==> src/pkg/ctw_pkg.sv <==
package ctw_pkg;

	// Control word field positions, shared by all timer control registers
	localparam int CTL_TIMER_ON_BIT   = 15;
	localparam int CTL_STOP_IDLE_BIT  = 13;
	localparam int CTL_GATED_BIT      = 6;
	localparam int CTL_PAIR32_BIT     = 3;
	localparam int CTL_SYNC_BIT       = 2;
	localparam int CTL_CLKSEL_BIT     = 1;

	// Reset values
	localparam logic [15:0] CTL_RESET    = 16'h0000;
	localparam logic [15:0] COUNT_RESET  = 16'h0000;
	localparam logic [15:0] PERIOD_RESET = 16'hFFFF;

	// Register selector on the word access port
	typedef enum logic [2:0] {
		CTW_SEL_T1_COUNT  = 3'h0,
		CTW_SEL_T1_PERIOD = 3'h1,
		CTW_SEL_LO_COUNT  = 3'h2,
		CTW_SEL_LO_PERIOD = 3'h3,
		CTW_SEL_HI_COUNT  = 3'h4,
		CTW_SEL_HI_PERIOD = 3'h5,
		CTW_SEL_HOLD      = 3'h6,
		CTW_SEL_NONE      = 3'h7
	} ctw_sel_t;

	// One word access from the processor side
	typedef struct packed {
		logic        rd;
		logic        wr;
		ctw_sel_t    sel;
		logic [15:0] wdata;
	} ctw_acc_t;

	// Power state of the device
	typedef struct packed {
		logic sleep;
		logic idle;
	} ctw_pwr_t;

	// Gated accumulation machine states, one-hot
	typedef enum logic [2:0] {
		CTW_G_OFF  = 3'b001,
		CTW_G_WAIT = 3'b010,
		CTW_G_RUN  = 3'b100
	} ctw_gstate_t;

endpackage : ctw_pkg

==> src/design/ctw_tick.sv <==
`timescale 1ns/1ps
`default_nettype none

// Decides whether one 16-bit time base advances on this clock edge.
// Shared by the first timer and the pair so the gating stays identical.
module ctw_tick (
	// Control
	input  wire logic [15:0] ctl_i,
	input  wire logic        ext_edge_i,
	input  wire logic        gate_lvl_i,
	input  wire logic        async_ok_i,
	// Power state
	input  wire logic        sleep_i,
	input  wire logic        idle_i,
	// Result
	output logic             tick_o
);

	// Source and power gating
	always_comb begin
		tick_o = 1'b0;
		if (!ctl_i[ctw_pkg::CTL_TIMER_ON_BIT]) begin
			// Timer off
			tick_o = 1'b0;
		end else if (idle_i && ctl_i[ctw_pkg::CTL_STOP_IDLE_BIT]) begin
			// Halted while idle
			tick_o = 1'b0;
		end else if (ctl_i[ctw_pkg::CTL_CLKSEL_BIT]) begin
			// External source; in sleep only an unsynchronised first timer runs
			if (sleep_i)
				tick_o = ext_edge_i && async_ok_i && !ctl_i[ctw_pkg::CTL_SYNC_BIT];
			else
				tick_o = ext_edge_i;
		end else if (sleep_i) begin
			// Instruction clock is stopped in sleep
			tick_o = 1'b0;
		end else if (ctl_i[ctw_pkg::CTL_GATED_BIT]) begin
			// Gated accumulation counts while gate high
			tick_o = gate_lvl_i;
		end else begin
			tick_o = 1'b1;
		end
	end

endmodule : ctw_tick

`default_nettype wire

==> src/design/ctw_timer.sv <==
`timescale 1ns/1ps
`default_nettype none

module ctw_timer (
	// Clock and reset
	input  wire logic              core_clk_i,
	input  wire logic              rstn_i,
	// Word access port
	input  wire ctw_pkg::ctw_acc_t acc_i,
	output logic [15:0]            rdata_o,
	// Control words
	input  wire logic [15:0]       t1_timer_control_i,
	input  wire logic [15:0]       lo_timer_control_i,
	input  wire logic [15:0]       hi_timer_control_i,
	// Interrupt enables
	input  wire logic              t1_period_match_irq_enable_i,
	input  wire logic              lo_period_match_irq_enable_i,
	input  wire logic              hi_period_match_irq_enable_i,
	// Flag clears from software
	input  wire logic              t1_flag_clr_i,
	input  wire logic              lo_flag_clr_i,
	input  wire logic              hi_flag_clr_i,
	// External pins, already one clock wide edges or levels
	input  wire logic              t1_ext_edge_i,
	input  wire logic              low_word_clock_pin_i,
	input  wire logic              hi_ext_edge_i,
	input  wire logic              low_power_osc_enable_i,
	// Power state
	input  wire ctw_pkg::ctw_pwr_t pwr_i,
	// Flags and interrupts
	output logic                   t1_period_match_flag_o,
	output logic                   lo_period_match_flag_o,
	output logic                   hi_period_match_flag_o,
	output logic                   wake_o,
	// Time bases for capture/compare
	output logic [15:0]            t1_count_o,
	output logic [15:0]            lo_count_o,
	output logic [15:0]            hi_count_o
);

	// Count, period and holding state
	logic [15:0] t1_cnt_r;           // First timer count
	logic [15:0] t1_per_r;           // First timer period
	logic [15:0] lo_cnt_r;           // Low-word count
	logic [15:0] lo_per_r;           // Low-word period
	logic [15:0] hi_cnt_r;           // High-word count
	logic [15:0] hi_per_r;           // High-word period
	logic [15:0] hold_r;             // High-word holding register
	logic        gate_d_r;           // Gate pin delayed for edge detection
	ctw_pkg::ctw_gstate_t gst_r;     // Gated accumulation tracking
	ctw_pkg::ctw_gstate_t gst_nxt;

	// Decoded modes
	logic        pair;               // Pair mode chosen by low-word control
	logic        pair_gated;         // Pair running gated accumulation
	logic        gate_fall;          // Falling edge of the gate pin
	logic        t1_tick;
	logic        lo_tick;
	logic        hi_tick;
	logic        lo_match;
	logic        hi_match;
	logic        t1_match;
	logic        pair_match;
	logic        lo_wr;
	logic        lo_rd;

	// Match helper used by all three time bases
	function automatic logic is_match(input logic [15:0] cnt, input logic [15:0] per);
		is_match = (cnt == per);
	endfunction : is_match

	// Only the low-word control governs the pair
	assign pair       = lo_timer_control_i[ctw_pkg::CTL_PAIR32_BIT];
	assign pair_gated = pair && lo_timer_control_i[ctw_pkg::CTL_GATED_BIT]
		&& !lo_timer_control_i[ctw_pkg::CTL_CLKSEL_BIT];
	assign gate_fall  = gate_d_r && !low_word_clock_pin_i;
	assign lo_wr      = acc_i.wr && (acc_i.sel == ctw_pkg::CTW_SEL_LO_COUNT);
	assign lo_rd      = acc_i.rd && (acc_i.sel == ctw_pkg::CTW_SEL_LO_COUNT);

	// First timer: the only one allowed to count unsynchronised
	ctw_tick u_t1_tick (
		.ctl_i      (t1_timer_control_i),
		.ext_edge_i (t1_ext_edge_i),
		.gate_lvl_i (low_power_osc_enable_i ? 1'b0 : t1_ext_edge_i),
		.async_ok_i (1'b1),
		.sleep_i    (pwr_i.sleep),
		.idle_i     (pwr_i.idle),
		.tick_o     (t1_tick)
	);

	// Low word, also the pair's clock and gate; no async path for it
	ctw_tick u_lo_tick (
		.ctl_i      (lo_timer_control_i),
		.ext_edge_i (low_word_clock_pin_i && !gate_d_r),
		.gate_lvl_i (low_word_clock_pin_i),
		.async_ok_i (1'b0),
		.sleep_i    (pwr_i.sleep),
		.idle_i     (pwr_i.idle),
		.tick_o     (lo_tick)
	);

	// High word used alone when not paired
	ctw_tick u_hi_tick (
		.ctl_i      (hi_timer_control_i),
		.ext_edge_i (hi_ext_edge_i),
		.gate_lvl_i (1'b0),
		.async_ok_i (1'b0),
		.sleep_i    (pwr_i.sleep),
		.idle_i     (pwr_i.idle),
		.tick_o     (hi_tick)
	);

	assign t1_match   = is_match(t1_cnt_r, t1_per_r);
	assign lo_match   = is_match(lo_cnt_r, lo_per_r);
	assign hi_match   = is_match(hi_cnt_r, hi_per_r);
	assign pair_match = lo_match && hi_match;

	// Gate edge tracker
	always_ff @(posedge core_clk_i or negedge rstn_i) begin
		if (!rstn_i)
			gate_d_r <= 1'b0;
		else
			gate_d_r <= low_word_clock_pin_i;
	end

	// Gated accumulation state: waits for gate high, then runs to the falling edge
	always_comb begin
		gst_nxt = gst_r;
		case (gst_r)
			ctw_pkg::CTW_G_OFF:  if (pair_gated) gst_nxt = ctw_pkg::CTW_G_WAIT;
			ctw_pkg::CTW_G_WAIT: begin
				if (!pair_gated)
					gst_nxt = ctw_pkg::CTW_G_OFF;
				else if (low_word_clock_pin_i)
					gst_nxt = ctw_pkg::CTW_G_RUN;
			end
			ctw_pkg::CTW_G_RUN: begin
				if (!pair_gated)
					gst_nxt = ctw_pkg::CTW_G_OFF;
				else if (gate_fall)
					gst_nxt = ctw_pkg::CTW_G_WAIT;
			end
			default: gst_nxt = ctw_pkg::CTW_G_OFF;
		endcase
	end

	always_ff @(posedge core_clk_i or negedge rstn_i) begin
		if (!rstn_i)
			gst_r <= ctw_pkg::CTW_G_OFF;
		else
			gst_r <= gst_nxt;
	end

	// First timer count; a write wins over counting
	always_ff @(posedge core_clk_i or negedge rstn_i) begin
		if (!rstn_i)
			t1_cnt_r <= ctw_pkg::COUNT_RESET;
		else if (acc_i.wr && acc_i.sel == ctw_pkg::CTW_SEL_T1_COUNT)
			t1_cnt_r <= acc_i.wdata;
		else if (t1_tick)
			t1_cnt_r <= t1_match ? 16'h0000 : t1_cnt_r + 16'h0001;
	end

	// Low-word count: pair rolls over on combined match
	always_ff @(posedge core_clk_i or negedge rstn_i) begin
		if (!rstn_i)
			lo_cnt_r <= ctw_pkg::COUNT_RESET;
		else if (lo_wr)
			lo_cnt_r <= acc_i.wdata;
		else if (lo_tick) begin
			if (pair)
				lo_cnt_r <= pair_match ? 16'h0000 : lo_cnt_r + 16'h0001;
			else
				lo_cnt_r <= lo_match ? 16'h0000 : lo_cnt_r + 16'h0001;
		end
	end

	// High-word count: carry from low word in pair mode
	always_ff @(posedge core_clk_i or negedge rstn_i) begin
		if (!rstn_i)
			hi_cnt_r <= ctw_pkg::COUNT_RESET;
		else if (pair && lo_wr)
			hi_cnt_r <= hold_r;
		else if (!pair && acc_i.wr && acc_i.sel == ctw_pkg::CTW_SEL_HI_COUNT)
			hi_cnt_r <= acc_i.wdata;
		else if (pair) begin
			// High-word controls ignored here
			if (lo_tick && pair_match)
				hi_cnt_r <= 16'h0000;
			else if (lo_tick && lo_cnt_r == 16'hFFFF)
				hi_cnt_r <= hi_cnt_r + 16'h0001;
		end else if (hi_tick)
			hi_cnt_r <= hi_match ? 16'h0000 : hi_cnt_r + 16'h0001;
	end

	// Holding register, active only in pair mode
	always_ff @(posedge core_clk_i or negedge rstn_i) begin
		if (!rstn_i)
			hold_r <= ctw_pkg::COUNT_RESET;
		else if (pair && lo_rd)
			hold_r <= hi_cnt_r;
		else if (pair && acc_i.wr && acc_i.sel == ctw_pkg::CTW_SEL_HOLD)
			hold_r <= acc_i.wdata;
	end

	// Period registers
	always_ff @(posedge core_clk_i or negedge rstn_i) begin
		if (!rstn_i) begin
			t1_per_r <= ctw_pkg::PERIOD_RESET;
			lo_per_r <= ctw_pkg::PERIOD_RESET;
			hi_per_r <= ctw_pkg::PERIOD_RESET;
		end else if (acc_i.wr) begin
			case (acc_i.sel)
				ctw_pkg::CTW_SEL_T1_PERIOD: t1_per_r <= acc_i.wdata;
				ctw_pkg::CTW_SEL_LO_PERIOD: lo_per_r <= acc_i.wdata;
				ctw_pkg::CTW_SEL_HI_PERIOD: hi_per_r <= acc_i.wdata;
				default: ;
			endcase
		end
	end

	// Read data, registered; pair read sees counts before this edge
	always_ff @(posedge core_clk_i or negedge rstn_i) begin
		if (!rstn_i)
			rdata_o <= 16'h0000;
		else if (acc_i.rd) begin
			case (acc_i.sel)
				ctw_pkg::CTW_SEL_T1_COUNT:  rdata_o <= t1_cnt_r;
				ctw_pkg::CTW_SEL_T1_PERIOD: rdata_o <= t1_per_r;
				ctw_pkg::CTW_SEL_LO_COUNT:  rdata_o <= lo_cnt_r;
				ctw_pkg::CTW_SEL_LO_PERIOD: rdata_o <= lo_per_r;
				ctw_pkg::CTW_SEL_HI_COUNT:  rdata_o <= hi_cnt_r;
				ctw_pkg::CTW_SEL_HI_PERIOD: rdata_o <= hi_per_r;
				ctw_pkg::CTW_SEL_HOLD:      rdata_o <= hold_r;
				default:                    rdata_o <= 16'h0000;
			endcase
		end
	end

	// First timer flag: sets also in sleep when async set beats clear
	always_ff @(posedge core_clk_i or negedge rstn_i) begin
		if (!rstn_i)
			t1_period_match_flag_o <= 1'b0;
		else if (t1_tick && t1_match)
			t1_period_match_flag_o <= 1'b1;
		else if (t1_flag_clr_i)
			t1_period_match_flag_o <= 1'b0;
	end

	// Low-word flag unused while paired
	always_ff @(posedge core_clk_i or negedge rstn_i) begin
		if (!rstn_i)
			lo_period_match_flag_o <= 1'b0;
		else if (!pair && lo_tick && lo_match)
			lo_period_match_flag_o <= 1'b1;
		else if (lo_flag_clr_i)
			lo_period_match_flag_o <= 1'b0;
	end

	// High-word flag: gate fall in gated pair, match otherwise; cleared only by software
	always_ff @(posedge core_clk_i or negedge rstn_i) begin
		if (!rstn_i)
			hi_period_match_flag_o <= 1'b0;
		else if (gst_r == ctw_pkg::CTW_G_RUN && gate_fall)
			hi_period_match_flag_o <= 1'b1;
		else if (pair && !pair_gated && lo_tick && pair_match)
			hi_period_match_flag_o <= 1'b1;                   // Gated pair skips this
		else if (!pair && hi_tick && hi_match)
			hi_period_match_flag_o <= 1'b1;
		else if (hi_flag_clr_i)
			hi_period_match_flag_o <= 1'b0;
	end

	// Wake request from an enabled first-timer match during sleep
	always_ff @(posedge core_clk_i or negedge rstn_i) begin
		if (!rstn_i)
			wake_o <= 1'b0;
		else
			wake_o <= pwr_i.sleep && t1_tick && t1_match && t1_period_match_irq_enable_i;
	end

	// Registered time bases for capture/compare
	always_ff @(posedge core_clk_i or negedge rstn_i) begin
		if (!rstn_i) begin
			t1_count_o <= 16'h0000;
			lo_count_o <= 16'h0000;
			hi_count_o <= 16'h0000;
		end else begin
			t1_count_o <= t1_cnt_r;
			lo_count_o <= lo_cnt_r;
			hi_count_o <= hi_cnt_r;
		end
	end

endmodule : ctw_timer

`default_nettype wire

==> config.mk <==
export PLATFORM = sky130hd
export DESIGN_NAME = ctw_timer
export DESIGN_NICKNAME = d
export VERILOG_FILES = /design/src/pkg/ctw_pkg.sv /design/src/design/ctw_tick.sv /design/src/design/ctw_timer.sv
export SDC_FILE = /design/constraint.sdc
export NUM_CORES = 1
export LEC_CHECK = 0
export BUFFER_PORTS_ARGS = -buffer_cell sky130_fd_sc_hd__clkbuf_2
export CAP_MARGIN = 20
export CORE_MARGIN = 4
export CORE_UTILIZATION = 62
export DETAILED_ROUTE_END_ITERATION = 10
export GPL_TIMING_DRIVEN = 0
export PLACE_DENSITY = 0.86
export SYNTH_ARGS = -nofsm -noshare
export SYNTH_HDL_FRONTEND = slang
export SYNTH_SLANG_ARGS = --single-unit
export TNS_END_PERCENT = 50
==> constraint.sdc <==
create_clock -name core_clk_i -period 4.5 [get_ports core_clk_i]
set_input_delay 0.9 -clock core_clk_i [delete_from_list [all_inputs] [get_ports core_clk_i]]
set_output_delay 0.9 -clock core_clk_i [all_outputs]
set_load 0.02 [all_outputs]
* After elaboration in Yosys (flattened, before gate mapping)
Index checks and enable logic that the tools add are counted.
** Word-level totals
- Input bits :: 83
- Memories :: 0
- Bits in writable memories :: 0
- Word-level logic and storage cells :: 139
- Register bits :: 184
- Bits in latches :: 0
- ROM bits :: 0
- Output and inout bits :: 68
** Cells by class
- Magnitude comparators :: 0
- Div/mod/pow operators :: 0
- Bitwise gates (word level) :: 0
- Reductions and logical operators :: 51
- Add/subtract/negate cells :: 3
- Multiplexer cells :: 51
- Shift-type cells :: 0
- Equality and inequality tests :: 17
- $mul :: 0
** Operators with widths (count)
- 16-bit two-way mux :: 17
- 16-bit case mux with 7 select lines :: 1
- 16-bit by 1-bit adder with 16-bit output (second input constant) :: 3
- 16-bit equality test :: 3
- 1-bit logical AND :: 32
- 1-bit two-way mux :: 27
- 16-bit equality test (second input constant) :: 1
- 3-bit two-way mux :: 5
- 3-bit equality test (second input constant) :: 4
- 2-bit nonzero test :: 5
- 3-bit by 2-bit equality test with 1-bit output (second input constant) :: 3
- 3-bit case mux with 3 select lines :: 1
- 2-bit AND reduction :: 4
- 4-bit nonzero test :: 2
- 3-bit by 1-bit equality test with 1-bit output (second input constant) :: 2
- 1-bit zero test :: 6
- 3-bit inequality test (second input constant) :: 2
- 5-bit by 1-bit inequality test with 1-bit output (second input constant) :: 1
- 3-bit zero test :: 1
- 3-bit AND reduction :: 1
- 2-bit inequality test (second input constant) :: 1

* Logic depth before layout (Yosys ltp)
Gate-level depths: netlist of run 1.
- Depth after elaboration :: 12
- Gate-level depth with buffers :: 10
- Depth with buffers taken out :: 8

* By module
Synthesis of run 1 repeated with hierarchy kept, for this count alone.
** Unflattened totals
- Cell total of the unflattened synthesis :: 899
- Area total of the unflattened synthesis :: 9552.9 µm²
** By module, submodules not included
- ctw_timer :: cells each 881, instances 1, area each 9444.1 µm², sequential area each 4665.7 µm²
- ctw_tick :: cells each 6, instances 3, area each 36.3 µm², sequential area each 0.0 µm²

* Worst setup path after synthesis of run 1
No wires, ideal clock.
- Path type :: input-to-reg
- Start point :: input port acc_i[17] in the netlist's numbering
- End point :: register hi_cnt_r[2]
- Library setup time :: 0.131 ns
- Required time :: 4.369 ns
- Path slack :: 2.104 ns
- Buffers on the path :: 2
- Data arrival time :: 2.265 ns
- Cell stages on the path :: 8
- Cell sequence :: buf_6 nor4_2 inv_1 nand2_2 nand2_4 buf_6 a221oi_1 o31ai_1
** Between the ends
- Longest elaborated chain between the ends :: 5
- Elaborated cells on any way between the ends :: 10
- Classes of those cells :: eq/ne: 3; mux: 2; reduce/logical: 5
** Ends and longest elaborated chain
- from (decl) :: RTL line ctw_timer.sv:9 : input wire ctw_pkg::ctw_acc_t acc_i,
- 3-bit by 2-bit equality test with 1-bit output :: RTL line ctw_timer.sv:77 : assign lo_wr = acc_i.wr && (acc_i.sel == ctw_pkg::CTW_SEL_LO_COUNT);
- 1-bit logical AND :: RTL line ctw_timer.sv:77
- 1-bit logical AND :: RTL line ctw_timer.sv:182 : else if (pair && lo_wr)
- 5-bit by 1-bit inequality test with 1-bit output (no source line) / 4-bit nonzero test (equally long branches)
- 2-bit AND reduction (no source line)
- to (signal assigned) :: RTL line ctw_timer.sv:181 : hi_cnt_r <= ctw_pkg::COUNT_RESET;
- to (signal assigned) :: RTL line ctw_timer.sv:183 : hi_cnt_r <= hold_r;
- to (signal assigned) :: RTL line ctw_timer.sv:185 : hi_cnt_r <= acc_i.wdata;
- to (decl) :: RTL line ctw_timer.sv:46 : logic [15:0] hi_cnt_r;
Parallel ways exist; a longest one is shown, timed or not.
A chain may end at the register's enable or synchronous reset.

* Worst setup path after layout of run 1
- Start point :: register t1_cnt_r[9]
- End point :: register t1_cnt_r[6]
** Between the ends
- Longest elaborated chain between the ends :: 4
** Ends and longest elaborated chain
- from (decl) :: RTL line ctw_timer.sv:42 : logic [15:0] t1_cnt_r;
- from (signal assigned) :: RTL line ctw_timer.sv:157 : t1_cnt_r <= ctw_pkg::COUNT_RESET;
- from (signal assigned) :: RTL line ctw_timer.sv:159 : t1_cnt_r <= acc_i.wdata;
- from (signal assigned) :: RTL line ctw_timer.sv:161 : t1_cnt_r <= t1_match ? 16'h0000 : t1_cnt_r + 16'h0001;
- 16-bit equality test :: RTL line ctw_timer.sv:69 : is_match = (cnt == per);
- 16-bit two-way mux :: RTL line ctw_timer.sv:161
- 16-bit two-way mux :: RTL line ctw_timer.sv:160 : else if (t1_tick)
- 16-bit two-way mux :: RTL line ctw_timer.sv:158 : else if (acc_i.wr && acc_i.sel == ctw_pkg::CTW_SEL_T1_COUNT)
No other way between the ends. The select of a mux whose other input is x is not followed.

==> results of run 1 <==
## registers in the layout, summed over array words and instances, names as in the netlist
name                    count
gate_d_r                    1
rdata_o                    16
hi_count_o                 16
t1_period_match_flag_o      1
lo_cnt_r                   16
lo_count_o                 16
hi_period_match_flag_o      1
gst_r                       3
t1_per_r                   16
t1_cnt_r                   16
t1_count_o                 16
hold_r                     16
hi_per_r                   16
lo_period_match_flag_o      1
lo_per_r                   16
wake_o                      1
hi_cnt_r                   16
## where the power goes
group          internal [uW]  switching [uW]  leakage [uW]
sequential              2120             412       0.00220
clock                    798             664      0.000273
combinational            665             958       0.00244
total                   3590            2030       0.00491
## worst max-delay path: stages, from the launching register on
cell and delay (ns):
sky130_fd_sc_hd__dfrtp_1 0.51, sky130_fd_sc_hd__xnor2_1 0.24, sky130_fd_sc_hd__nand4_1 0.14, sky130_fd_sc_hd__nor4_1 0.86, sky130_fd_sc_hd__clkbuf_1 0.41, sky130_fd_sc_hd__o21ai_0 0.22, sky130_fd_sc_hd__a21oi_1 0.20, sky130_fd_sc_hd__o21ai_0 0.10
## path summary, 6_finish.rpt
kind | slack [ns] | cells after the start | end | startpoint
worst max-delay path | 1.67 | 7 | t1_cnt_r[6] | t1_cnt_r[9]
worst min-delay path | 0.37 | 0 | hi_count_o[4] | hi_cnt_r[4]
worst max register to register | 1.67 | 7 | t1_cnt_r[6] | t1_cnt_r[9]
min in group asynchronous | 0.49 | 1 | t1_cnt_r[6] | rstn_i
worst min register to register | 0.37 | 0 | hi_count_o[4] | hi_cnt_r[4]
max in group asynchronous | 3.07 | 2 | lo_per_r[6] | rstn_i
## layout make-up
class                           count  area (sq um)
Buffer                             65         360.3
Clock buffer                       20         456.7
Clock inverter                     12         118.9
Fill cell                        1092          4187
Inverter                           19         71.32
Multi-Input combinational cell    654          4516
Sequential cell                   184          4666
Tap cell                          188         235.2
Timing Repair Buffer              112         591.8
## cell usage after synthesis (19+ instances only)
cell                       instances
sky130_fd_sc_hd__nand3_1          22
sky130_fd_sc_hd__dfrtp_1         135
sky130_fd_sc_hd__clkbuf_1         24
sky130_fd_sc_hd__nor2_1           61
sky130_fd_sc_hd__mux2_2           57
sky130_fd_sc_hd__o21ai_0          50
sky130_fd_sc_hd__buf_2            24
sky130_fd_sc_hd__xnor2_1          24
sky130_fd_sc_hd__xor2_1           41
sky130_fd_sc_hd__nand2_1         110
sky130_fd_sc_hd__inv_1            19
sky130_fd_sc_hd__dfstp_2          49
sky130_fd_sc_hd__a21oi_1          33
sky130_fd_sc_hd__a22oi_1          27
## kinds of logic after synthesis
| family | count (synthesis) |
|---|---|
| buf+inv | 84 |
| mux | 80 |
| flops | 184 |
| compound gates | 213 |
| xor+xnor | 65 |
| fa+ha+maj | 3 |
| simple gates | 293 |
## layer usage
metal / vias up / global-route usage / wire [microns] / part of all wire
met1: 4046 / 0.5010 / 11730 / 0.40
met5: - / 0 / 0 / 0
met3: 119 / 0.05665 / 3419 / 0.12
met4: 0 / 0.1692 / 1629 / 0.055
met2: 649 / 0.4943 / 12820 / 0.43
li1: 3583 / - / - / -
## cells in the final DEF, fill, tap and decap left out, drive strengths merged, types with 9 or more instances in the layout
cell type and count:
a31oi 12, nand2 112, buf 39, a221oi 14, xor2 41, nor2b 14
o21ai 58, mux2 57, mux2i 16, nand3 22, a22o 15, xnor2 24
clkbuf 156, nand4 16, and3 14, inv 21, dfstp 49, nor2 61
o22ai 9, a22oi 27, o31ai 17, a21oi 34, nor4 15, o211ai 13
dfrtp 135
## through the flow
step	utilization	setup TNS (ns)	area, sq um	total power (uW)
finish	0.7246	0	11020	5620
global route	0.7246	0	11020	5852
CTS	0.7246	0	11020	5586
detailed placement	0.6867	0	10440	4128
global placement	0.6844	-89.17	10400	4064
floorplan	-	0	9613	3506
==> out/metrics.sh, run 1 <==
RUN_STATUS='completed'
CRIT_PATH_END_KIND='flip-flop'
DRV_CAP=0
PLACED_CELLS=1222
PRE_CTS_WS_NS=1.499
H-TREE-DEPTH=4
INSERTION_DELAY_NS=0.44
CRITPATHARRIVALTIME_NS=3.13
ROOT_BUFFER_MASTER='sky130_fd_sc_hd__clkbuf_16'
FP.COREAREA_SQ_MM=0.01520
START_UTIL=0.6323
POSTROUTEANTENNANETS=0
POSTSYNTH.TOPFLOPCELL='sky130_fd_sc_hd__dfrtp_1'
POWER_PER_CELL_AREA_mW_PER_MM2=510.2
COMPOUND_GATE_PORTION_OF_THE_SYNTHESIZED_AREA=0.1541
LEAK_uW=0.004907
SYNTH_SIMPLE_GATE_AREA_SHARE=0.1527
ROWS=45
GPL.FINAL_WEIGHTED_CONGESTION=1.028
FIRST_PASS_GRT_WIRE_LENGTH_MM=45.92
FINALHOLDWORSTSLACK_NS=0.3705
DIE_WIDTH_MICRONS=132.5
TIMING.HOLD.WORST.CLASS='reg -> reg'
CRITICAL_PATH_PEAK_FANOUT=10
ROUTE.FINAL.WIRE_LENGTH_MM=29.60
VDD_IR_DROP_MAX_uV=286.6
VIA_COUNT_NORMALIZED_BY_INSTANCE_COUNT=6.696
NNETSFINAL=1139
FP.DIEAREA_SQ_MM=0.01756
CTSLONGESTPATHBUFFERS=2
SYNTH_TOP_CELL_BY_AREA='sky130_fd_sc_hd__dfrtp_1'
UNREPAIRED_SETUP_ENDPOINTS_AFTER_GLOBAL_ROUTING='no'
LAYOUT-DRIVE-GT1-SHARE=0.3039
POST-ROUTE-PERIOD-UTIL=0.6283
POSTCTSRESIZEDCELLS=0
PORT_BUFFERS=111
CRIT_REQUIRED_NS=4.80
YOSYSSEQAREASHARE=0.4854
POST_SYNTH_XOR_AREA_FRACTION=0.05922
SYNTHESIZED_AREA_FRACTION_OCCUPIED_BY_ADDER_CELLS=0.003905
FINALCLOCKSKEW_NS=0.01293
SYNTH-SEQ-CELLS=184
SYNTHDISTINCTLIBCELLS=61
SYNTH_AREA_SQ_MM=0.009613
NUMBER_OF_BUFFERS_INSERTED_TO_REPAIR_SETUP_AFTER_CTS=0
POSTSYNTHAREAPERCELL_SQ_UM=10.43
LARGEST_FAMILY_OF_LOGIC_CELLS_BY_SYNTHESIZED_AREA='compound AO/OA/AOI/OAI gates'
WORST_SETUP_PATH_START_KIND='flip-flop'
SETUP_VIOLATIONS=0
CRITICAL_PATH_CLASS='reg -> reg'
CLKTRANSATPATHREGS_NS=0.07
CTS_HOLD_BUF=0
NETLIST.AREA_LEADER.SHARE=0.3514
GRT_START_MAX_NET_PINS=101
AREA_OVERHEAD_OF_THE_LAYOUT_RELATIVE_TO_SYNTHESIS_PCT=14.59
HOLD_VIOL_FINAL=0
FINAL_CELLS=1254
GRT.TOTAL_USAGE=0.3413
REPORT.FINAL.SLEW_VIOL_COUNT=0
CTS_TREE='yes'
DETAIL_ROUTE.DRC_VIOLATIONS=0
DIODES=0
GRT_PASS1_VIAS=7824
DESIGN.PORTCOUNT=151
WORSTMARGINPINSLEW_NS=0.9930
ASYNC_RESET_FF_FRAC=1.000
CTS_NUM_SINKS=184
SYNTH.TOP_CELLS.BY_AREA='sky130_fd_sc_hd__dfrtp_1, sky130_fd_sc_hd__dfstp_2, sky130_fd_sc_hd__mux2_2'
DETAIL_ROUTE.FIRST_PASS.ITERATIONS=5
COUNT_OF_YOSYS_WARNINGS_DURING_SYNTHESIS=0
FINALWORSTSETUPSLACK_NS=1.673
DETAIL_ROUTE.WL_PER_CELL_MICRONS=23.61
PORTION_OF_NETLIST_AREA_OCCUPIED_BY_MUX_CELLS=0.09983
DPL.HPWL_MM=20.88
NUMBER_OF_ANTENNA_VIOLATIONS_AT_THE_FIRST_CHECK_IN_GLOBAL_ROUTING=0
DRTITER0DRC=1476
CTS_INSERTED_BUFFERS=17
POSTSYNTHNETCOUNT=1008
TIMING.SLEW.HEADROOM=0.3319
GLOBAL_ROUTE.OVERFLOW_TOTAL=0
POSTSYNTHCELLCOUNT=922
LAYOUT_MIN_CYCLE_TIME_NS=2.827
VERTICAL_DIE_DIMENSION_MICRONS=132.5
MAX_CLOCK_FREQ_MHz=353.7
SYNTH-EDFF-COUNT=0
NUM_VIAS=8397
Note: power is estimated with default switching activity, not from simulation.
==> inputs of run 2 (changes only) <==
Settings changed: ABC_AREA set to 1, CORE_UTILIZATION 62 to 58, PLACE_DENSITY 0.86 to 0.81.
Clock period 4.5 ns to 2.61 ns, I/O delays scaled along.
==> run 2 against run 1 <==
Compared with the run above: first-iteration DRC count fell by 15%; critical path depth grew 5; die area up 8.6%; clock skew is 0.0037 ns lower; non-clock buffer count fell by 19; critical path type unchanged.
==> out/metrics.sh, run 2 <==
ROWS=47  # +4.4%
ASYNC_RESET_FF_FRAC=1.000  # unchanged
NNETSFINAL=1458  # +28%
LAYOUT-DRIVE-GT1-SHARE=0.1928  # -0.1112
CRITICAL_PATH_PEAK_FANOUT=10  # unchanged
DIODES=0  # unchanged
FIRST_PASS_GRT_WIRE_LENGTH_MM=48.23  # +5.0%
POWER_PER_CELL_AREA_mW_PER_MM2=899.3  # +76%
POWER_FRAC_CLOCK=0.242  # -0.018
POSTSYNTH.TOPFLOPCELL='sky130_fd_sc_hd__dfrtp_1'
FINALCLOCKSKEW_NS=0.009277  # -0.003655 ns
CRIT_REQUIRED_NS=2.94  # -1.86 ns
POST-ROUTE-PERIOD-UTIL=0.8562  # +0.2279
FP.DIEAREA_SQ_MM=0.01906  # +8.6%
WORSTMARGINPINSLEW_NS=0.6144  # -0.3786 ns
SYNTH.TOP_CELLS.BY_AREA='sky130_fd_sc_hd__dfrtp_1, sky130_fd_sc_hd__nand2_1, sky130_fd_sc_hd__dfstp_2'
CTS_INSERTED_BUFFERS=17  # unchanged
INTERNAL_POWER_uW=6215  # +73%
SYNTH_TOP_CELL_BY_AREA='sky130_fd_sc_hd__dfrtp_1'
CLKTRANSATPATHREGS_NS=0.07  # about the same
POSTROUTEANTENNANETS=0  # unchanged
POSTSYNTHAREAPERCELL_SQ_UM=7.907  # -24%
GLOBALROUTE.BUSIESTLAYER='met2'
UNREPAIRED_SETUP_ENDPOINTS_AFTER_GLOBAL_ROUTING='no'
GRTUSAGEMET3=0.06872  # +0.01206
CRITPATHARRIVALTIME_NS=2.56  # -0.57 ns
GLOBAL_ROUTE.OVERFLOW_TOTAL=0  # unchanged
FINAL_CELL_AREA_SQ_MM=0.01123  # +1.9%
GR-USAGE-MET2=0.5005  # +0.006186
R2R-START='lo_cnt_r[0]'
HOLD_VIOL_FINAL=0  # unchanged
RRSETUPSLACK_NS=0.38  # -1.30 ns
GRT_PASS1_VIAS=8751  # +12%
FINALHOLDWORSTSLACK_NS=0.08620  # -0.2843 ns
SYNTH-SEQ-CELLS=184  # unchanged
DETAIL_ROUTE.WL_PER_CELL_MICRONS=19.02  # -19%
CRITICAL_PATH_CLASS='reg -> reg'
SWITCHING_POWER_uW=3883  # +91%
POSTSYNTHNETCOUNT=1327  # +32%
CTS_NUM_SINKS=184  # unchanged
RUN_STATUS='completed'
LEAK_uW=0.005510  # +12%
CTSLONGESTPATHBUFFERS=2  # unchanged
CTS_TREE='yes'
CRIT_PATH_END_KIND='flip-flop'
SYNTH-EDFF-COUNT=0  # unchanged
GRT_START_MAX_NET_PINS=112  # +11%
YOSYSSEQAREASHARE=0.4755  # -0.009901
LAYOUT.FILLER_CELLS=1379  # +26%
MAX_CLOCK_FREQ_MHz=447.5  # +27%
PLACEDINSTANCEAREA_SQ_MM=0.01068  # +2.3%
PWR-SHARE-SEQ=0.447  # -0.004
NUMBER_OF_ANTENNA_VIOLATIONS_AT_THE_FIRST_CHECK_IN_GLOBAL_ROUTING=0  # unchanged
LAYOUT_MIN_CYCLE_TIME_NS=2.235  # -0.5925 ns
COUNT_OF_YOSYS_WARNINGS_DURING_SYNTHESIS=0  # unchanged
VIA_COUNT_NORMALIZED_BY_INSTANCE_COUNT=5.811  # -13%
DIE_WIDTH_MICRONS=138.1  # +4.2%
NETLIST.AREA_LEADER.SHARE=0.3443  # -0.007169
MOST_FREQUENT_STANDARD_CELL_IN_THE_LAYOUT_EXCLUDING_FILL_AND_TAP_CELLS='sky130_fd_sc_hd__nand2_1'
H-TREE-DEPTH=4  # unchanged
START_UTIL=0.5917  # -0.04060
DRTITER0DRC=1261  # -15%
TIMING.HOLD.WORST.CLASS='in -> async'
VDD_IR_DROP_MAX_uV=552.3  # +93%
REPORT.FINAL.SLEW_VIOL_COUNT=0  # unchanged
WORSTSETUPENDPOINT='hi_cnt_r[6]'
INSERTION_DELAY_NS=0.44  # about the same
PORT_BUFFERS=111  # unchanged
SYNTHDISTINCTLIBCELLS=48  # -21%
NUMBER_OF_BUFFERS_INSERTED_TO_REPAIR_SETUP_AFTER_CTS=0  # unchanged
SYNTH.CELLS.MOST_FREQUENT='sky130_fd_sc_hd__nand2_1, sky130_fd_sc_hd__inv_1, sky130_fd_sc_hd__dfrtp_1, sky130_fd_sc_hd__nor2_1, sky130_fd_sc_hd__o21ai_0'
SETUP_VIOLATIONS=0  # unchanged
CRITICAL_PATH.REG2REG.ENDPOINT='hi_cnt_r[6]'
FP.COREAREA_SQ_MM=0.01658  # +9.1%
GPL.FINAL_WEIGHTED_CONGESTION=1.023  # -0.45%
DRV_CAP=0  # unchanged
MET1_TRACK_DEMAND_OVER_RESOURCE=0.4238  # -0.07726
ROUTE.FINAL.WIRE_LENGTH_MM=30.53  # +3.1%
POSTSYNTHCELLCOUNT=1241  # +35%
VERTICAL_DIE_DIMENSION_MICRONS=138.1  # +4.2%
TIMING.SLEW.HEADROOM=0.5904  # +0.2585
WORST_SETUP_PATH_START_KIND='flip-flop'
COMB_POWER_SHARE=0.310  # +0.021
MOST_INSTANTIATED_LIBRARY_CELL_AFTER_SYNTHESIS='sky130_fd_sc_hd__nand2_1'
POWER.SHARE.SWITCHING=0.3846  # +0.02269
COMMONEST_CELLS_AFTER_ROUTING_FILL_AND_TAPS_ASIDE='sky130_fd_sc_hd__nand2_1, sky130_fd_sc_hd__inv_1, sky130_fd_sc_hd__dfrtp_1'
CRIT_PATH_START='lo_cnt_r[0]'
DPL.HPWL_MM=22.71  # +8.7%
NUM_VIAS=9327  # +11%
GRT.TOTAL_USAGE=0.3190  # -0.02228
SYNTH_AREA_SQ_MM=0.009813  # +2.1%
DESIGN.PORTCOUNT=151  # unchanged
AREA_OVERHEAD_OF_THE_LAYOUT_RELATIVE_TO_SYNTHESIS_PCT=14.42
DETAIL_ROUTE.FIRST_PASS.ITERATIONS=7  # +2
WORST_R2R_PATH_DEPTH=12  # +5
POSTCTSRESIZEDCELLS=0  # unchanged
CTS_HOLD_BUF=0  # unchanged
ROOT_BUFFER_MASTER='sky130_fd_sc_hd__clkbuf_16'
DETAIL_ROUTE.DRC_VIOLATIONS=0  # unchanged
## run 2: changes by cell type after synthesis, moves of 14 or more
cell / previous run / this run
sky130_fd_sc_hd__mux2i_1: 16 / 0
sky130_fd_sc_hd__a22o_1: 15 / 0
sky130_fd_sc_hd__nor2_1: 61 / 99
sky130_fd_sc_hd__nor2_2: 0 / 18
sky130_fd_sc_hd__mux2_2: 57 / 0
sky130_fd_sc_hd__inv_1: 19 / 139
sky130_fd_sc_hd__a22oi_1: 27 / 2
sky130_fd_sc_hd__nand3_1: 22 / 47
sky130_fd_sc_hd__and3_1: 14 / 0
sky130_fd_sc_hd__o221ai_1: 1 / 22
sky130_fd_sc_hd__o22ai_1: 8 / 33
sky130_fd_sc_hd__nand2_1: 110 / 374
sky130_fd_sc_hd__o21ai_0: 50 / 93
sky130_fd_sc_hd__nor2b_1: 14 / 0
## run 2: worst min path at each step
stage / from / end / slack (ns) / cells after the start
floorplan: rstn_i / gate_d_r / 0.23 / 0
global placement: t1_cnt_r[6] / t1_count_o[6] / 0.36 / 0
detailed placement: hi_cnt_r[12] / hi_count_o[12] / 0.36 / 0
CTS: rstn_i / t1_period_match_flag_o / 0.12 / 1
global route: rstn_i / t1_period_match_flag_o / 0.12 / 1
finish: rstn_i / t1_period_match_flag_o / 0.09 / 1
## run 2: logic make-up after synthesis
kind of cell,Yosys count,synth area share
simple gates,588,0.2558
compound gates,220,0.1390
buf+inv,199,0.08402
flops,184,0.4755
xor+xnor,47,0.04195
fa+ha+maj,3,0.003825
## run 2: area by class of cell
type | count | area, sq um | share of cell area
buffer | 46 | 247.7 | 0.02206
clock buffer | 25 | 475.5 | 0.04234
clock inverter | 7 | 72.57 | 0.006463
inverter | 153 | 576.8 | 0.05137
multi-input combinational | 858 | 4323 | 0.3850
sequential | 184 | 4666 | 0.4155
tap | 220 | 275.3 | 0.02452
timing repair buffer | 112 | 591.8 | 0.05271
## run 2: power groups by stage
stage / clock (uW) / sequential [uW] / combinational (uW)
6_report: 2450 / 4520 / 3130
5_1_grt: 2610 / 4620 / 3430
4_1_cts: 2470 / 4490 / 3100
3_5_place_dp: 0 / 4520 / 3080
3_3_place_gp: 0 / 4510 / 3020
2_1_floorplan: 0 / 4690 / 1760
## run 2: layer usage
layer | share of wire | routed length (microns)
met1 | 0.39 | 11970
met2 | 0.46 | 14080
met3 | 0.095 | 2898
met4 | 0.052 | 1585
met5 | 0 | 0
## run 2: per-stage QoR
step                      power, uW  TNS [ns]  instances  utilization  setup WS [ns]
after global routing          10660         0       1605       0.6771         0.2716
final                         10100         0       1605       0.6771         0.3753
after global placement         7530   -351.49       1572       0.6418         -2.246
after detailed placement       7603         0       1573       0.6440         0.2048
after floorplan                6448         0       1241            -         0.7914
after CTS                     10060         0       1605       0.6771         0.4386
## run 2: critical path, stage by stage, from the launching register on
cell	delay, ns
sky130_fd_sc_hd__dfrtp_1	0.52
sky130_fd_sc_hd__ha_1	0.26
sky130_fd_sc_hd__nand3_2	0.12
sky130_fd_sc_hd__nor2_4	0.14
sky130_fd_sc_hd__nand3_2	0.11
sky130_fd_sc_hd__nor2_2	0.16
sky130_fd_sc_hd__nand2_1	0.12
sky130_fd_sc_hd__nand2_1	0.08
sky130_fd_sc_hd__o21bai_2	0.13
sky130_fd_sc_hd__nand2_4	0.09
sky130_fd_sc_hd__buf_2	0.21
sky130_fd_sc_hd__nand2_1	0.11
sky130_fd_sc_hd__nand2_1	0.07
==> inputs of run 3 (changes only) <==
Settings changed: CORE_UTILIZATION 58 to 52, PLACE_DENSITY 0.81 to 0.77.
Clock period 2.61 ns to 2 ns, I/O delays scaled along.
==> run 3 against run 2 <==
Compared with the run above: global-route usage shrank 2.6 points; sequential share of layout area shrank 1.0 points; hold slack gained 0.025 ns; critical path depth grew 2; design area grew 3.2%; via count grew 0.32%; highest routed layer unchanged; die area grew 11%; maximum frequency grew 13%; sequential cell count is the same; clock skew grew 0.00062 ns; register-to-register slack lost 0.36 ns.
==> out/metrics.sh, run 3 (synthesis results as in run 2) <==
RUN_STATUS='completed'
PRE_CTS_WS_NS=-0.3579  # -0.5627 ns
GPL.FINAL_WEIGHTED_CONGESTION=0.9944  # -2.8%
RRSETUPSLACK_NS=0.02  # -0.36 ns
GRT_START_MAX_NET_PINS=118  # +5.4%
WORST_SETUP_PATH_START_KIND='flip-flop'
TIMING.SLEW.HEADROOM=0.5604  # -0.02997
CRITICAL_PATH_CLASS='reg -> reg'
GRT_PASS1_VIAS=8790  # +0.45%
VIA_COUNT_NORMALIZED_BY_INSTANCE_COUNT=5.737  # -1.3%
FINALWORSTSETUPSLACK_NS=0.01692  # -0.3584 ns
FINALCLOCKSKEW_NS=0.009896  # +0.0006181 ns
H-TREE-DEPTH=4  # unchanged
COMMONEST_CELLS_AFTER_ROUTING_FILL_AND_TAPS_ASIDE='sky130_fd_sc_hd__nand2_1, sky130_fd_sc_hd__inv_1, sky130_fd_sc_hd__dfrtp_1'
MAX_CLOCK_FREQ_MHz=504.3  # +13%
INSERTION_DELAY_NS=0.44  # about the same
GLOBAL_ROUTE.OVERFLOW_TOTAL=0  # unchanged
LAYOUT-DRIVE-GT1-SHARE=0.2418  # +0.04902
CTS_NUM_SINKS=184  # unchanged
MOST_FREQUENT_STANDARD_CELL_IN_THE_LAYOUT_EXCLUDING_FILL_AND_TAP_CELLS='sky130_fd_sc_hd__nand2_1'
CRITPATHARRIVALTIME_NS=2.32  # -0.24 ns
WORSTSETUPENDPOINT='hi_cnt_r[10]'
NNETSFINAL=1475  # +1.2%
ROUTE.FINAL.WIRE_LENGTH_MM=31.40  # +2.8%
NUM_VIAS=9357  # +0.32%
DETAIL_ROUTE.DRC_VIOLATIONS=0  # unchanged
POWER.SHARE.SWITCHING=0.3838  # -0.0007202
HOLD_VIOL_FINAL=0  # unchanged
NUMBER_OF_ANTENNA_VIOLATIONS_AT_THE_FIRST_CHECK_IN_GLOBAL_ROUTING=0  # unchanged
FP.COREAREA_SQ_MM=0.01827  # +10%
UNREPAIRED_SETUP_ENDPOINTS_AFTER_GLOBAL_ROUTING='yes'
CTS_INSERTED_BUFFERS=17  # unchanged
CRITICAL_PATH.MAX_STAGE_DELAY_NS=0.58  # +0.06 ns
VDD_IR_DROP_MAX_uV=654.1  # +18%
GRT.TOTAL_USAGE=0.2927  # -0.02630
VERTICAL_DIE_DIMENSION_MICRONS=145.4  # +5.3%
WORSTMARGINPINSLEW_NS=0.6594  # +0.04495 ns
ROWS=49  # +4.3%
CTSLONGESTPATHBUFFERS=2  # unchanged
TOTAL_POWER_uW=13610  # +35%
DRTITER0DRC=1051  # -17%
CTS_TREE='yes'
WORST_R2R_PATH_DEPTH=14  # +2
CRITICAL_PATH_PEAK_FANOUT=6  # -4
CP_CELL_SEQUENCE='inv_2 > nand2_1 > nand2_1 > nor2_1 > nand2_1 > nor2_2 > nand3_4 > nor2_4 > nand2_4 > clkbuf_16 > nand2_1 > nand2_1 > nand2_1 > nand2_1'
R2R-START='lo_per_r[10]'
ROOT_BUFFER_MASTER='sky130_fd_sc_hd__clkbuf_16'
DIE_WIDTH_MICRONS=145.4  # +5.3%
SWITCHING_POWER_uW=5226  # +35%
DRV_CAP=0  # unchanged
REPORT.FINAL.SLEW_VIOL_COUNT=0  # unchanged
DETAIL_ROUTE.FIRST_PASS.ITERATIONS=6  # -1
POSTLAYOUTCOREUTIL=0.6341  # -0.04299
CRITICAL_PATH.REG2REG.ENDPOINT='hi_cnt_r[10]'
LEAK_uW=0.005634  # +2.2%
SETUP_VIOLATIONS=0  # unchanged
DIODES=0  # unchanged
POWER_FRAC_CLOCK=0.248  # +0.006
CLKTRANSATPATHREGS_NS=0.07  # about the same
DPL.HPWL_MM=23.19  # +2.1%
POSTROUTEANTENNANETS=0  # unchanged
FP.DIEAREA_SQ_MM=0.02113  # +11%
CRIT_PATH_START='lo_per_r[10]'
POWER_PER_CELL_AREA_mW_PER_MM2=1175  # +31%
PWR-SHARE-SEQ=0.435  # -0.012
CRIT_PATH_TOP_DELAY_CELL='sky130_fd_sc_hd__dfstp_2'
CRIT_REQUIRED_NS=2.33  # -0.61 ns
DETAIL_ROUTE.WL_PER_CELL_MICRONS=19.25  # +1.2%
DESIGN.PORTCOUNT=151  # unchanged
WORST_PATH_MOST_REPEATED_CELL='sky130_fd_sc_hd__nand2_1'
LAYOUT_MIN_CYCLE_TIME_NS=1.983  # -0.2516 ns
TIMING.HOLD.WORST.CLASS='in -> reg'
FIRST_PASS_GRT_WIRE_LENGTH_MM=48.76  # +1.1%
INTERNAL_POWER_uW=8388  # +35%
AREA_OVERHEAD_OF_THE_LAYOUT_RELATIVE_TO_SYNTHESIS_PCT=18.05
START_UTIL=0.5371  # -0.05463
PORT_BUFFERS=111  # unchanged
COMB_POWER_SHARE=0.317  # +0.007
CRIT_PATH_END_KIND='flip-flop'
POST-ROUTE-PERIOD-UTIL=0.9915  # +0.1353
## run 3: changes by cell type in the layout (fill, tap and decap cells not counted), moves of 3 or more
| cell | change |
|---|---|
| sky130_fd_sc_hd__dfrtp_1 | -23 |
| sky130_fd_sc_hd__dfrtp_2 | +23 |
| sky130_fd_sc_hd__buf_4 | +17 |
| sky130_fd_sc_hd__inv_1 | -14 |
| sky130_fd_sc_hd__inv_2 | +14 |
| sky130_fd_sc_hd__nand2_1 | -8 |
| sky130_fd_sc_hd__nand2_2 | +5 |
| sky130_fd_sc_hd__nor2_4 | +5 |
| sky130_fd_sc_hd__clkbuf_1 | -4 |
| sky130_fd_sc_hd__nor2_1 | -4 |
| sky130_fd_sc_hd__buf_2 | -3 |
| sky130_fd_sc_hd__nand2_4 | +3 |
| sky130_fd_sc_hd__o21ai_0 | -3 |
## run 3: repair_timing
item	CTS	global route
setup endpoints to repair	35	42
hold buffers	1	0
pin swaps	1	18
setup buffers	5	12
endpoints found under the hold margin	51	0
resized for setup	13	64
gates cloned	0	1
## run 3: how the worst min path moves through the flow
stage                               end  slack, ns                  from  cells past startpoint
after global placement    t1_count_o[6]       0.35           t1_cnt_r[6]                      0
after CTS                      gate_d_r       0.11  low_word_clock_pin_i                      1
after global routing           gate_d_r       0.11  low_word_clock_pin_i                      1
final                          gate_d_r       0.11  low_word_clock_pin_i                      1
after floorplan                gate_d_r       0.10                rstn_i                      0
after detailed placement  t1_count_o[6]       0.36           t1_cnt_r[6]                      0
## run 3: stage by stage
stage	TNS (ns)	hold WS [ns]	std cells	instance area (sq um)
after floorplan	0	0.1044	1241	9813
after global routing	-0.9181	0.1124	1631	11580
after global placement	-448.54	0.3526	1581	10660
final	0	0.1114	1631	11580
after detailed placement	-8.228	0.3609	1582	10690
after CTS	0	0.1065	1619	11350
## run 3: worst max-delay path: cells and delay by family (launching register included)
kind	cells	cell delay (ns)
AND/OR/NAND/NOR	12	1.07
flip-flops	1	0.58
buffers and inverters	2	0.22
## run 3: routing by layer
metal | wire (microns) | vias to the layer above | track usage
li1 | - | 4325 | -
met1 | 12510 | 4391 | 0.3881
met2 | 14400 | 538 | 0.4688
met3 | 2948 | 103 | 0.05948
met4 | 1541 | 0 | 0.1287
met5 | 0 | - | 0
## run 3: cell type report
| class | count | area (sq um) |
|---|---|---|
| inverters | 153 | 576.8 |
| repair buffers | 131 | 758.2 |
| multi-input cells | 858 | 4425 |
| well taps | 229 | 286.5 |
| clock inverters | 10 | 118.9 |
| clock buffers | 22 | 464.2 |
| fillers | 1647 | 6685 |
| flip-flops and latches | 184 | 4695 |
| plain buffers | 44 | 260.3 |
## run 3: power groups by stage
stage / combinational [uW] / sequential (uW) / clock [uW]
after floorplan: 2300 / 6120 / 0
after global placement: 3950 / 5890 / 0
after detailed placement: 4040 / 5920 / 0
after CTS: 4120 / 5850 / 3400
after global routing: 4740 / 6060 / 3590
final: 4310 / 5930 / 3380
